==> src/rtl/cic_pkg.sv <==
// Shared constants and types for the command and interrupt control block
`default_nettype none
package cic_pkg;
	// Register indices; byte address is four times the index
	localparam logic [5:0] CIC_IDX_COMMAND  = 6'h01;
	localparam logic [5:0] CIC_IDX_COM_EN   = 6'h02;
	localparam logic [5:0] CIC_IDX_DIV_EN   = 6'h03;
	localparam logic [5:0] CIC_IDX_COM_REQ  = 6'h04;
	localparam logic [5:0] CIC_IDX_DIV_REQ  = 6'h05;

	// Field positions
	localparam int CIC_RCV_OFF_BIT    = 5;
	localparam int CIC_SLEEP_BIT      = 4;
	localparam int CIC_SET_SELECT_BIT = 7;
	localparam int CIC_INVERT_BIT     = 7;
	localparam int CIC_DRIVER_BIT     = 7;
	localparam int CIC_DIV_CARD_BIT   = 4;
	localparam int CIC_DIV_CRC_BIT    = 2;

	// Reset values and writable masks
	localparam logic [7:0] CIC_COMMAND_RST  = 8'h20;
	localparam logic [7:0] CIC_COM_EN_RST   = 8'h80;
	localparam logic [7:0] CIC_DIV_EN_RST   = 8'h00;
	localparam logic [7:0] CIC_COM_REQ_RST  = 8'h14;
	localparam logic [7:0] CIC_DIV_REQ_RST  = 8'h00;
	localparam logic [7:0] CIC_DIV_EN_MASK  = 8'h94;

	// Command codes
	localparam logic [3:0]  CIC_CMD_IDLE           = 4'h0;
	localparam logic [3:0]  CIC_SOFT_RESET_DEFAULT = 4'hf;
	localparam logic [15:0] CIC_CMD_VALID_DEFAULT  = 16'h80ff;

	// Wake-up time after leaving soft power-down
	localparam int CIC_CLK_PERIOD_NS = 10;
	localparam int CIC_WAKE_TIME_NS  = 1000;
	localparam int CIC_WAKE_CYCLES   = (CIC_WAKE_TIME_NS + CIC_CLK_PERIOD_NS - 1) / CIC_CLK_PERIOD_NS;
	localparam int CIC_WAKE_W        = $clog2(CIC_WAKE_CYCLES + 1);

	typedef enum logic [2:0] {
		CIC_PWR_ON    = 3'b001,
		CIC_PWR_SLEEP = 3'b010,
		CIC_PWR_WAKE  = 3'b100
	} cic_pwr_t;

	// Events from the reader core, all on ref_clk
	typedef struct packed {
		logic       tx_last_bit_sent;
		logic       rx_end_valid;
		logic       fifo_has_data;
		logic       no_error_receive_option;
		logic       fifo_high_alert_status;
		logic       fifo_low_alert_status;
		logic       timer_reached_zero;
		logic       crc_all_processed;
		logic       command_done;
		logic [7:0] error_flag_register;
	} cic_events_t;
endpackage
`default_nettype wire

==> src/rtl/cic_pin_sync.sv <==
// Three-stage pin synchroniser with agreement filter and edge pulse
`default_nettype none
module cic_pin_sync (
	// Clock and reset
	input  wire logic ref_clk,
	input  wire logic nrst,
	// Pin side
	input  wire logic pin_in,
	// Synchronised side
	output logic      level_r,
	output logic      edge_r
);
	logic       s1_r;
	logic       s2_r;
	logic       s3_r;
	logic [2:0] fill_r;
	logic       primed_r;
	wire        agree = (s2_r == s3_r);
	wire        moved = agree & (s3_r != level_r);

	always_ff @(posedge ref_clk or negedge nrst) begin
		if (!nrst) begin
			s1_r     <= 1'b0;
			s2_r     <= 1'b0;
			s3_r     <= 1'b0;
			fill_r   <= 3'h0;
			primed_r <= 1'b0;
			level_r  <= 1'b0;
			edge_r   <= 1'b0;
		end else begin
			s1_r     <= pin_in;
			s2_r     <= s1_r;
			s3_r     <= s2_r;
			fill_r   <= {fill_r[1:0], 1'b1};
			// No edge until all stages hold real pin samples
			primed_r <= primed_r | (fill_r[2] & agree);
			// First agreement after reset loads the level without an edge
			level_r  <= agree ? s3_r : level_r;
			edge_r   <= moved & primed_r;
		end
	end
endmodule
`default_nettype wire

==> src/rtl/cic_req_bank.sv <==
// Bank of sticky request bits with set-select software access
`default_nettype none
module cic_req_bank #(
	parameter int              WIDTH = 7,
	parameter logic [WIDTH-1:0] RESET = '0
) (
	// Clock and reset
	input  wire logic             ref_clk,
	input  wire logic             nrst,
	// Hardware events
	input  wire logic [WIDTH-1:0] hw_set,
	// Software write
	input  wire logic             sw_wr,
	input  wire logic             sw_set_sel,
	input  wire logic [WIDTH-1:0] sw_mask,
	// State
	output logic      [WIDTH-1:0] req_r
);
	genvar i;
	generate
		for (i = 0; i < WIDTH; i = i + 1) begin : g_bit
			wire sw_set = sw_wr & sw_set_sel & sw_mask[i];
			wire sw_clr = sw_wr & ~sw_set_sel & sw_mask[i];
			// Hardware set wins over a clear in the same cycle
			wire bit_nxt = hw_set[i] | sw_set | (req_r[i] & ~sw_clr);
			always_ff @(posedge ref_clk or negedge nrst) begin
				if (!nrst) begin
					req_r[i] <= RESET[i];
				end else begin
					req_r[i] <= bit_nxt;
				end
			end
		end
	endgenerate
endmodule
`default_nettype wire

==> src/rtl/cic_command_irq.sv <==
// Command register, interrupt enables, requests and interrupt pin driver
//
// Register access over Avalon-MM is this design's own decision.
`default_nettype none
module cic_command_irq
	import cic_pkg::*;
#(
	parameter logic [15:0] CMD_VALID_MASK  = CIC_CMD_VALID_DEFAULT,
	parameter logic [3:0]  SOFT_RESET_CODE = CIC_SOFT_RESET_DEFAULT
) (
	// Clock and reset
	input  wire logic         ref_clk,
	input  wire logic         nrst,
	// Avalon-MM slave
	input  wire logic [7:0]   avs_address,
	input  wire logic         avs_read,
	input  wire logic         avs_write,
	input  wire logic [31:0]  avs_writedata,
	output logic      [31:0]  avs_readdata,
	output logic              avs_waitrequest,
	// Reader core events and card input pin
	input  wire cic_events_t  ev,
	input  wire logic         card_serial_input,
	// Command and power control
	output logic      [3:0]   command_code_r,
	output logic              command_start_r,
	output logic              receiver_analog_off_r,
	output logic              soft_sleep_r,
	// Interrupt pin
	output logic              int_pin_out_r,
	output logic              int_pin_oe_n_r
);
	localparam int WAKE_BOUND = CIC_WAKE_CYCLES + 2;

	// Bus decode
	wire       bus_req   = avs_read | avs_write;
	wire       wr_en     = avs_write & ~avs_waitrequest;
	wire       addr_ok   = (avs_address[1:0] == 2'b00);
	wire [5:0] addr_idx  = avs_address[7:2];
	wire       hit_cmd   = addr_ok & (addr_idx == CIC_IDX_COMMAND);
	wire       hit_com_e = addr_ok & (addr_idx == CIC_IDX_COM_EN);
	wire       hit_div_e = addr_ok & (addr_idx == CIC_IDX_DIV_EN);
	wire       hit_com_r = addr_ok & (addr_idx == CIC_IDX_COM_REQ);
	wire       hit_div_r = addr_ok & (addr_idx == CIC_IDX_DIV_REQ);
	wire [7:0] wbyte     = avs_writedata[7:0];
	wire       wr_cmd    = wr_en & hit_cmd;

	// State
	logic [7:0]            com_en_r;
	logic [7:0]            div_en_r;
	logic [6:0]            com_req;
	logic [1:0]            div_req;
	cic_pwr_t              pwr_r;
	cic_pwr_t              pwr_nxt;
	logic [CIC_WAKE_W-1:0] wake_cnt_r;
	logic                  hi_prev_r;
	logic                  lo_prev_r;
	logic [7:0]            err_prev_r;
	logic                  card_edge;

	// Command decode
	wire [3:0] wcode       = wbyte[3:0];
	wire       code_valid  = CMD_VALID_MASK[wcode];
	wire       code_busy   = (command_code_r != CIC_CMD_IDLE);
	wire       reset_cmd   = (command_code_r == SOFT_RESET_CODE);
	wire       reset_in_wr = code_valid & (wcode == SOFT_RESET_CODE);
	wire       sleep_block = reset_cmd | reset_in_wr;
	wire       sleep_req   = wr_cmd & wbyte[CIC_SLEEP_BIT] & ~sleep_block;
	wire       wake_req    = wr_cmd & ~wbyte[CIC_SLEEP_BIT];
	wire       cmd_ends    = ~wr_cmd & ev.command_done & code_busy;
	wire       sleep_read  = (pwr_r != CIC_PWR_ON);

	wire [3:0] code_nxt = wr_cmd ? (code_valid ? wcode : CIC_CMD_IDLE)
	                             : (cmd_ends ? CIC_CMD_IDLE : command_code_r);
	wire       start_nxt = wr_cmd & code_valid & (wcode != CIC_CMD_IDLE);

	// Hardware request events
	// transmit done event
	wire set_tx    = ev.tx_last_bit_sent;
	// receive done, qualified by FIFO data only when no_error_receive_option is set
	wire set_rx    = ev.rx_end_valid & (~ev.no_error_receive_option | ev.fifo_has_data);
	wire set_idle  = (wr_cmd & ~code_valid) | cmd_ends;
	wire set_hi    = ev.fifo_high_alert_status & ~hi_prev_r;
	wire set_lo    = ev.fifo_low_alert_status & ~lo_prev_r;
	wire set_err   = |(ev.error_flag_register & ~err_prev_r);
	wire set_timer = ev.timer_reached_zero;
	wire [6:0] com_set = {set_tx, set_rx, set_idle, set_hi, set_lo, set_err, set_timer};
	// card activity and CRC done events
	wire [1:0] div_set = {card_edge, ev.crc_all_processed};

	// Interrupt status and pin level
	// enabled requests combine
	wire [1:0] div_gate   = {div_en_r[CIC_DIV_CARD_BIT], div_en_r[CIC_DIV_CRC_BIT]};
	wire       irq_status = |(com_req & com_en_r[6:0]) | |(div_req & div_gate);
	wire       int_level  = irq_status ^ com_en_r[CIC_INVERT_BIT];
	wire       push_pull  = div_en_r[CIC_DRIVER_BIT];
	// driver style; open-drain drives only a low
	wire       out_nxt    = push_pull ? int_level : 1'b0;
	wire       oe_n_nxt   = push_pull ? 1'b0 : int_level;

	// Read mux
	wire [7:0] cmd_rd = {2'b00, receiver_analog_off_r, sleep_read, command_code_r};
	wire [7:0] com_rq = {1'b0, com_req};
	wire [7:0] div_rq = {3'b000, div_req[1], 1'b0, div_req[0], 2'b00};
	wire [7:0] rd_mux = hit_cmd   ? cmd_rd :
	                    hit_com_e ? com_en_r :
	                    hit_div_e ? (div_en_r & CIC_DIV_EN_MASK) :
	                    hit_com_r ? com_rq :
	                    hit_div_r ? div_rq : 8'h00;

	// Bus slave: one wait cycle, then the request is taken
	always_ff @(posedge ref_clk or negedge nrst) begin
		if (!nrst) begin
			avs_waitrequest <= 1'b1;
			avs_readdata    <= 32'h0000_0000;
		end else begin
			avs_waitrequest <= ~(bus_req & avs_waitrequest);
			if (avs_read & avs_waitrequest) begin
				avs_readdata <= {24'h00_0000, rd_mux};
			end
		end
	end

	// Command register
	always_ff @(posedge ref_clk or negedge nrst) begin
		if (!nrst) begin
			command_code_r        <= CIC_COMMAND_RST[3:0];
			command_start_r       <= 1'b0;
			receiver_analog_off_r <= CIC_COMMAND_RST[CIC_RCV_OFF_BIT];
		end else begin
			command_code_r  <= code_nxt;
			command_start_r <= start_nxt;
			if (wr_cmd) begin
				receiver_analog_off_r <= wbyte[CIC_RCV_OFF_BIT];
			end
		end
	end

	// Soft power-down sequencing
	always_comb begin
		pwr_nxt = pwr_r;
		case (pwr_r)
			CIC_PWR_ON: begin
				if (sleep_req) begin
					pwr_nxt = CIC_PWR_SLEEP;
				end
			end
			CIC_PWR_SLEEP: begin
				if (wake_req) begin
					pwr_nxt = CIC_PWR_WAKE;
				end
			end
			CIC_PWR_WAKE: begin
				if (sleep_req) begin
					pwr_nxt = CIC_PWR_SLEEP;
				end else if (wake_cnt_r == '0) begin
					pwr_nxt = CIC_PWR_ON;
				end
			end
			default: begin
				pwr_nxt = CIC_PWR_ON;
			end
		endcase
	end

	always_ff @(posedge ref_clk or negedge nrst) begin
		if (!nrst) begin
			pwr_r        <= CIC_PWR_ON;
			wake_cnt_r   <= '0;
			soft_sleep_r <= CIC_COMMAND_RST[CIC_SLEEP_BIT];
		end else begin
			pwr_r        <= pwr_nxt;
			soft_sleep_r <= (pwr_nxt == CIC_PWR_SLEEP);
			if (pwr_r != CIC_PWR_WAKE) begin
				wake_cnt_r <= CIC_WAKE_W'(CIC_WAKE_CYCLES - 1);
			end else if (wake_cnt_r != '0) begin
				wake_cnt_r <= wake_cnt_r - 1'b1;
			end
		end
	end

	// Enable registers
	always_ff @(posedge ref_clk or negedge nrst) begin
		if (!nrst) begin
			com_en_r <= CIC_COM_EN_RST;
			div_en_r <= CIC_DIV_EN_RST;
		end else begin
			if (wr_en & hit_com_e) begin
				com_en_r <= wbyte;
			end
			if (wr_en & hit_div_e) begin
				div_en_r <= wbyte & CIC_DIV_EN_MASK;
			end
		end
	end

	// Edge history for level-style status inputs
	always_ff @(posedge ref_clk or negedge nrst) begin
		if (!nrst) begin
			hi_prev_r  <= 1'b0;
			lo_prev_r  <= 1'b0;
			err_prev_r <= 8'h00;
		end else begin
			hi_prev_r  <= ev.fifo_high_alert_status;
			lo_prev_r  <= ev.fifo_low_alert_status;
			err_prev_r <= ev.error_flag_register;
		end
	end

	cic_req_bank #(
		.WIDTH (7),
		.RESET (CIC_COM_REQ_RST[6:0])
	) u_com_req (
		.ref_clk    (ref_clk),
		.nrst       (nrst),
		.hw_set     (com_set),
		.sw_wr      (wr_en & hit_com_r),
		.sw_set_sel (wbyte[CIC_SET_SELECT_BIT]),
		.sw_mask    (wbyte[6:0]),
		.req_r      (com_req)
	);

	// divided requests with their own set-select
	cic_req_bank #(
		.WIDTH (2),
		.RESET ({CIC_DIV_REQ_RST[CIC_DIV_CARD_BIT], CIC_DIV_REQ_RST[CIC_DIV_CRC_BIT]})
	) u_div_req (
		.ref_clk    (ref_clk),
		.nrst       (nrst),
		.hw_set     (div_set),
		.sw_wr      (wr_en & hit_div_r),
		.sw_set_sel (wbyte[CIC_SET_SELECT_BIT]),
		.sw_mask    ({wbyte[CIC_DIV_CARD_BIT], wbyte[CIC_DIV_CRC_BIT]}),
		.req_r      (div_req)
	);

	cic_pin_sync u_card_sync (
		.ref_clk (ref_clk),
		.nrst    (nrst),
		.pin_in  (card_serial_input),
		.level_r (),
		.edge_r  (card_edge)
	);

	// Interrupt pin driver, registered
	always_ff @(posedge ref_clk or negedge nrst) begin
		if (!nrst) begin
			int_pin_out_r  <= 1'b0;
			int_pin_oe_n_r <= 1'b1;
		end else begin
			int_pin_out_r  <= out_nxt;
			int_pin_oe_n_r <= oe_n_nxt;
		end
	end
endmodule
`default_nettype wire

==> config.mk <==
export PLATFORM = sky130hd
export DESIGN_NAME = cic_command_irq
export DESIGN_NICKNAME = d
export VERILOG_FILES = /design/src/rtl/cic_pkg.sv /design/src/rtl/cic_pin_sync.sv /design/src/rtl/cic_req_bank.sv /design/src/rtl/cic_command_irq.sv
export SDC_FILE = /design/constraint.sdc
export NUM_CORES = 1
export LEC_CHECK = 0
export BUFFER_PORTS_ARGS = -buffer_cell sky130_fd_sc_hd__buf_2
export CAP_MARGIN = 30
export CORE_UTILIZATION = 32
export DETAILED_ROUTE_END_ITERATION = 10
export PLACE_DENSITY = 0.62
export RECOVER_POWER = 25
export SYNTH_ARGS = -nofsm -noshare
export SYNTH_HDL_FRONTEND = slang
export SYNTH_SLANG_ARGS = --single-unit
==> constraint.sdc <==
create_clock -name ref_clk -period 1.9 [get_ports ref_clk]
set_clock_uncertainty 0.1 [all_clocks]
set_input_delay 0.095 -clock ref_clk [delete_from_list [all_inputs] [get_ports ref_clk]]
set_output_delay 0.095 -clock ref_clk [all_outputs]
set_load 0.1 [all_outputs]
-- Word level (Yosys, flattened, before mapping)
Memory sizes are Yosys's and may differ from the RTL's.
Index checks and enable logic that the tools add are counted.
- bits in registers: 67
- ROM bits: 16
- input port bits: 62
- output and inout port bits: 42
- word-level logic and storage cells: 184
- memories kept: 1
- memory list (memory ; depth ; bits a word ; read ports ; clocked after Yosys merged registers in ; write ports ; line ; source):
    (name not given) ; 16 ; 1 ; 1 ; 0 ; 0 ; cic_command_irq.sv:63 ; wire code_valid = CMD_VALID_MASK[wcode];
- add/subtract/negate cells: 1
- order comparisons: 1
- eq/ne operators: 15
- multiplexer cells: 18
- bitwise logic cells: 107
- reductions and logical operators: 10
- operators by type and width (kind ; number):
    1-bit bitwise AND ; 59
    8-bit two-way mux ; 3
    1-bit bitwise OR ; 24
    7-bit two-way mux ; 3
    1-bit NOT ; 19
    6-bit by 2-bit == test with 1-bit output, second input constant ; 2
    6-bit by 3-bit == test with 1-bit output, second input constant ; 2
    3-bit two-way mux ; 4
    4-bit two-way mux ; 3
    3-bit case mux with 3 select lines ; 1
    8-bit bitwise AND ; 1
    4-bit == test, second input constant ; 2
    8-bit NOT ; 1
    4-bit nonzero test ; 2
    8-bit OR reduction ; 1
    7-bit bitwise AND ; 1
    7-bit logical NOT ; 1
    7-bit nonzero test ; 1
    7-bit OR reduction ; 1
    7-bit by 1-bit subtractor with 7-bit output, second input constant ; 1
    3-bit by 2-bit == test with 1-bit output, second input constant ; 2
    6-bit by 1-bit == test with 1-bit output, second input constant ; 1
    4-bit by 5-bit less-than comparator with 1-bit output, second input constant ; 1
    5-bit two-way mux ; 1
    12 further kinds ; 15

-- Logic depth before layout (Yosys ltp)
- depth after elaboration: 9
- mapped depth: 6
- depth with buffers taken out: 6

-- By module
From an unflattened synthesis, not the netlist that was laid out.
- cells, all modules: 292
- area, all modules: 3261.9 um^2
- modules (own cells, without submodules) (module ; times used ; cells an instance ; area each (um^2) ; sequential area each (um^2)):
    cic_command_irq ; 1 ; 248 ; 2575.0 ; 1232.4
    cic_req_bank at u_com_req ; 1 ; 22 ; 322.8 ; 177.7
    cic_pin_sync ; 1 ; 16 ; 279.0 ; 225.2
    cic_req_bank at u_div_req ; 1 ; 6 ; 85.1 ; 50.0

-- Least setup slack after synthesis
Ideal clock, no wire load.
- path type: reg2reg
- from: register avs_waitrequest
- to: register pwr_r[1]
- setup time: 122 ps
- arrival: 2070 ps
- required time: 1678 ps
- slack: -391 ps
- stages on the path, launching flop included: 6
- path buffers: 1
- clock period less this slack: 2291 ps
- path through: dfstp_2 > or4b_4 > or3_1 > buf_2 > or2_4 > a32o_1
- longest elaborated chain between the ends: 7
- elaborated cells between the ends (all ways): 10
- those cells by class: 4 x mux; 6 x bitwise
- RTL lines (what ; line ; source):
    from (decl) ; cic_command_irq.sv:20 ; output logic avs_waitrequest,
    from (signal assigned) ; cic_command_irq.sv:117 ; avs_waitrequest <= ~(bus_req & avs_waitrequest);
    1-bit NOT (*) ; cic_command_irq.sv:37 ; wire wr_en = avs_write & ~avs_waitrequest;
    1-bit bitwise AND (*) ; cic_command_irq.sv:37 ;
    1-bit bitwise AND (*) ; cic_command_irq.sv:46 ; wire wr_cmd = wr_en & hit_cmd;
    1-bit bitwise AND (2 in series) ; cic_command_irq.sv:68 ; wire sleep_req = wr_cmd & wbyte[CIC_SLEEP_BIT] & ~sleep_block;
    3-bit two-way mux (on tied branches) ; cic_command_irq.sv:154, cic_command_irq.sv:144 ;
    3-bit case mux with 3 select lines (*) ; cic_command_irq.sv:142 ; case (pwr_r)
    named net pwr_nxt[1] ; cic_command_irq.sv:54 ; cic_pwr_t pwr_nxt;
    to (signal assigned) ; cic_command_irq.sv:172 ; pwr_r <= pwr_nxt;
    to (decl) ; cic_command_irq.sv:53 ; cic_pwr_t pwr_r;
Mark *: on every way through the listed nets, which the timed path passes. The rest lies on a longest branch.
A chain may end at the register's enable or synchronous reset.

-- Worst setup path in the final report
- from: register avs_waitrequest
- to: register u_com_req.req_r[3]
- longest elaborated chain between the ends: 8
- elaborated cells between the ends (all ways): 11
- those cells by class: 11 x bitwise
- RTL lines (what ; line ; source):
    1-bit NOT (*) ; cic_command_irq.sv:37 ;
    1-bit bitwise AND (*) ; cic_command_irq.sv:37 ;
    1-bit bitwise AND (*) ; cic_command_irq.sv:217 ; .sw_wr (wr_en & hit_com_r),
    1-bit bitwise AND (2 in series) ; cic_req_bank.sv:23 ; wire sw_clr = sw_wr & ~sw_set_sel & sw_mask[i];
    1-bit NOT ; cic_req_bank.sv:25 ; wire bit_nxt = hw_set[i] | sw_set | (req_r[i] & ~sw_clr);
    1-bit bitwise AND ; cic_req_bank.sv:25 ;
    1-bit bitwise OR (*) ; cic_req_bank.sv:25 ;
    named net u_com_req.g_bit[3].bit_nxt ; cic_req_bank.sv:25 ;
    to (signal, indexed assignment) ; cic_req_bank.sv:28 ; req_r[i] <= RESET[i];
    to (signal, indexed assignment) ; cic_req_bank.sv:30 ; req_r[i] <= bit_nxt;
    to (decl) ; cic_req_bank.sv:17 ; output logic [WIDTH-1:0] req_r
Marks and branches as above.

==> results.py <==
metrics = {
    "run_status": {
        "status": "complete, but fails checks",
        "failed_checks": "negative setup slack",
    },
    "layout": {
        "final_cell_mix": "60 x dfrtp_1, 51 x buf_2, 27 x nand2_1",
        "fillCellCount": 945,
        "nNetsFinal": 470,
        "area_growth_pct": 34.4,
        "final_common_cell": "dfrtp_1",
        "finish.utilization_pct": 44.4,
        "num_antenna_cells": 0,
        "final_layout_size_suffix_gt1_share_pct": 33.7,
        "multi_input_area_um2": 1490,
        "seq_area_um2": 1690,
    },
    "placed_design": {
        "dpl.hpwl_um": 5320,
        "place_congestion": 0.796,
        "io_buffers": 55,
    },
    "timing": {
        "rsz0062_at_grt": "true",
        "setup_viol": 20,
        "final_hold_viol_count": 0,
        "drv_slew": 0,
        "max_slew_margin_pct": 39.6,
        "fin_crit_ps": 2080,
        "finalWorstSetupSlack_ps": -178,
        "tns_ps": -2170,
        "finalCritPeriodShare_pct": 109,
        "tightest_slew_ps": 905,
        "fmaxAchievable_ghz": 0.481,
        "timing.hold.ws_ps": 26.9,
    },
    "clock_network": {
        "clock_path_buffers": 2,
        "htreeDepth": 3,
        "cts.clk_slew.worst_paths_ps": 70,
        "cts_sinks": 67,
        "numCtsBuffers": 9,
        "cts-root-buf": "clkbuf_8",
        "clock_latency_ps": 340,
        "cts_tree": "yes",
    },
    "worst_hold_path": {
        "min_from": "avs_writedata[3]",
        "hp-class": "primary input to flip-flop",
        "worstHoldPathCells": 2,
        "holdPathEnd": "com_en_r[3]",
    },
    "power_and_ir_drop": {
        "pwr-share-seq_pct": 46.4,
        "power.internal_w": 0.00225,
        "p_sw_w": 0.000975,
        "p_clk_share_pct": 36.4,
        "powerDensity_nw_per_um2": 746,
        "leakage_nw": 1.98,
        "peakVddDrop_mv": 0.426,
        "sw_frac_of_total_pct": 30.3,
        "p_comb_share_pct": 17.3,
    },
    "yosys": {
        "async_reset_ff_share_pct": 100,
        "synth_edf_count": 0,
        "ys.flop_type": "dfrtp_1",
        "syn_area_per_cell_um2": 10.7,
        "synth_seq_area_share_pct": 52.5,
        "synthCells": 300,
        "synth-seq-cells": 67,
        "yosysWarnings": 0,
        "synth_cell_types": 58,
        "synth_area_um2": 3210,
    },
    "drt": {
        "drc": 0,
        "vias_per_cell": 4.73,
        "drtIter0Drc": 185,
        "wl_per_cell_um": 14.0,
        "postRouteWirelength_um": 7650,
        "ant_nets": 0,
        "first_pass_iters": 4,
        "vias": 2578,
    },
    "worst_setup_path": {
        "path_max_fanout": 5,
        "worstRegToRegCells": 5,
        "required_ps": 2020,
        "regToRegEndpoint": "u_com_req.req_r[3]",
        "regToRegSetupSlack_ps": -180,
        "reg2reg_from": "avs_waitrequest",
        "critPathArrivalTime_ps": 2200,
        "end_kind": "flip-flop",
        "start_kind": "flip-flop",
        "crit_type": "flip-flop to flip-flop",
    },
    "die": {
        "die_height_um": 102,
        "die_x_um": 102,
        "io_pins": 104,
        "initial_core_util_pct": 33.0,
        "die-area_um2": 10400,
        "rows": 36,
        "core_area_um2": 9730,
    },
    "global_routing": {
        "grt_overflow_total": 0,
        "antenna_found_initial": 0,
        "track_usage_pct": 16.1,
        "grt_pass1_vias": 2635,
        "grt_max_degree": 68,
        "grt_pass1_wl_um": 12600,
    },
    "run": {
        "max_cap_viol_count": 0,
    },
}
cell families after synthesis:
group	synth area share [%]
buffers and inverters	7.99
muxes	6.74
AOI/OAI and AO/OA	15.2
adders and majority gates	0.701
other	0.234
DFF	52.5
and+or+nand+nor	15.9
xor gates and xnor gates	0.818
cells in the mapped netlist, types with 3 or more instances:
master / n / area [um^2]
o31ai_1: 7 / 52.6
mux2i_1: 7 / 70.1
buf_4: 25 / 188
a21boi_0: 4 / 30.0
a2bb2oi_1: 4 / 35.0
clkbuf_1: 7 / 26.3
nand4_1: 4 / 25.0
nor2_1: 14 / 52.6
nor3_1: 4 / 20.0
nand3b_1: 5 / 37.5
nand3_1: 4 / 20.0
a311o_1: 4 / 40.0
mux2_2: 13 / 146
dfstp_2: 7 / 184
inv_1: 9 / 33.8
or3_1: 4 / 25.0
a21oi_1: 13 / 65.1
a22oi_1: 3 / 22.5
dfrtp_1: 60 / 1500
nor2b_1: 6 / 37.5
nand2_1: 30 / 113
o21ai_0: 16 / 80.1
nand2b_1: 6 / 37.5
stage by stage:
| stage | worst slack (ps) | power (W) | instance area (um^2) | instances |
|---|---|---|---|---|
| 2_1_floorplan | -340 | 0.00193 | 3320 | 323 |
| 3_3_place_gp | -190 | 0.00203 | 3710 | 498 |
| 3_5_place_dp | -225 | 0.00203 | 3710 | 498 |
| 4_1_cts | -171 | 0.00325 | 4240 | 541 |
| 5_1_grt | -238 | 0.00336 | 4320 | 545 |
| 6_report | -178 | 0.00322 | 4320 | 545 |
final cells by class:
class | instances | area share, %
Clock buffer | 11 | 3.28
Clock inverter | 5 | 1.22
Inverter | 9 | 0.783
Multi-Input combinational cell | 213 | 34.4
Sequential cell | 67 | 39.1
Tap cell | 133 | 3.86
Timing Repair Buffer | 107 | 17.3
critical path, stage by stage, from the launching register on:
cell and delay (ps):
dfstp_4 460, or4b_4 520, nor4b_4 340, buf_4 210, nand2_2 40, a221o_1 280
power groups by stage:
| stage | Sequential [W] | Combinational [W] | Clock [W] |
|---|---|---|---|
| floorplan | 0.00158 | 0.000348 | 0 |
| global placement | 0.00152 | 0.000512 | 0 |
| detailed placement | 0.00152 | 0.000516 | 0 |
| CTS | 0.00149 | 0.000561 | 0.00120 |
| global route | 0.00150 | 0.000593 | 0.00127 |
| finish | 0.00149 | 0.000556 | 0.00117 |
state kept, by name (all words and copies together), names as in the netlist, 2 cells and up:
name                count
err_prev_r              8
wake_cnt_r              7
avs_readdata            8
com_en_r                8
u_card_sync.fill_r      3
u_div_req.req_r         2
command_code_r          4
div_en_r                3
pwr_r                   3
u_com_req.req_r         7
how the worst max path moves through the flow:
stage	from	endpoint	slack, ps	cells after the start
2_1_floorplan	avs_waitrequest	pwr_r[1]	-340	5
3_3_place_gp	avs_waitrequest	soft_sleep_r	-190	4
3_5_place_dp	avs_waitrequest	soft_sleep_r	-220	4
4_1_cts	avs_waitrequest	u_com_req.req_r[3]	-170	5
5_1_grt	avs_waitrequest	u_com_req.req_r[3]	-240	6
6_report	avs_waitrequest	u_com_req.req_r[3]	-180	5
routing by layer:
metal	vias up	GRT usage, %	part of all wire, %
met5	-	0	0
met4	0	4.84	0.68
met3	4	5.27	4.9
met2	81	27.6	52
met1	1252	19.4	43
li1	1241	-	-
repair_timing:
| item | in CTS | in global routing |
|---|---|---|
| buffers inserted | 3 | 4 |
| endpoints found under the hold margin | 93 | 0 |
| endpoints found under the setup margin | 32 | 35 |
| gates resized for setup | 23 | 16 |
| hold buffers | 24 | 0 |
| pin swaps | 6 | 1 |
| cloned | 0 | 1 |
(Power assumes the default switching activity.)
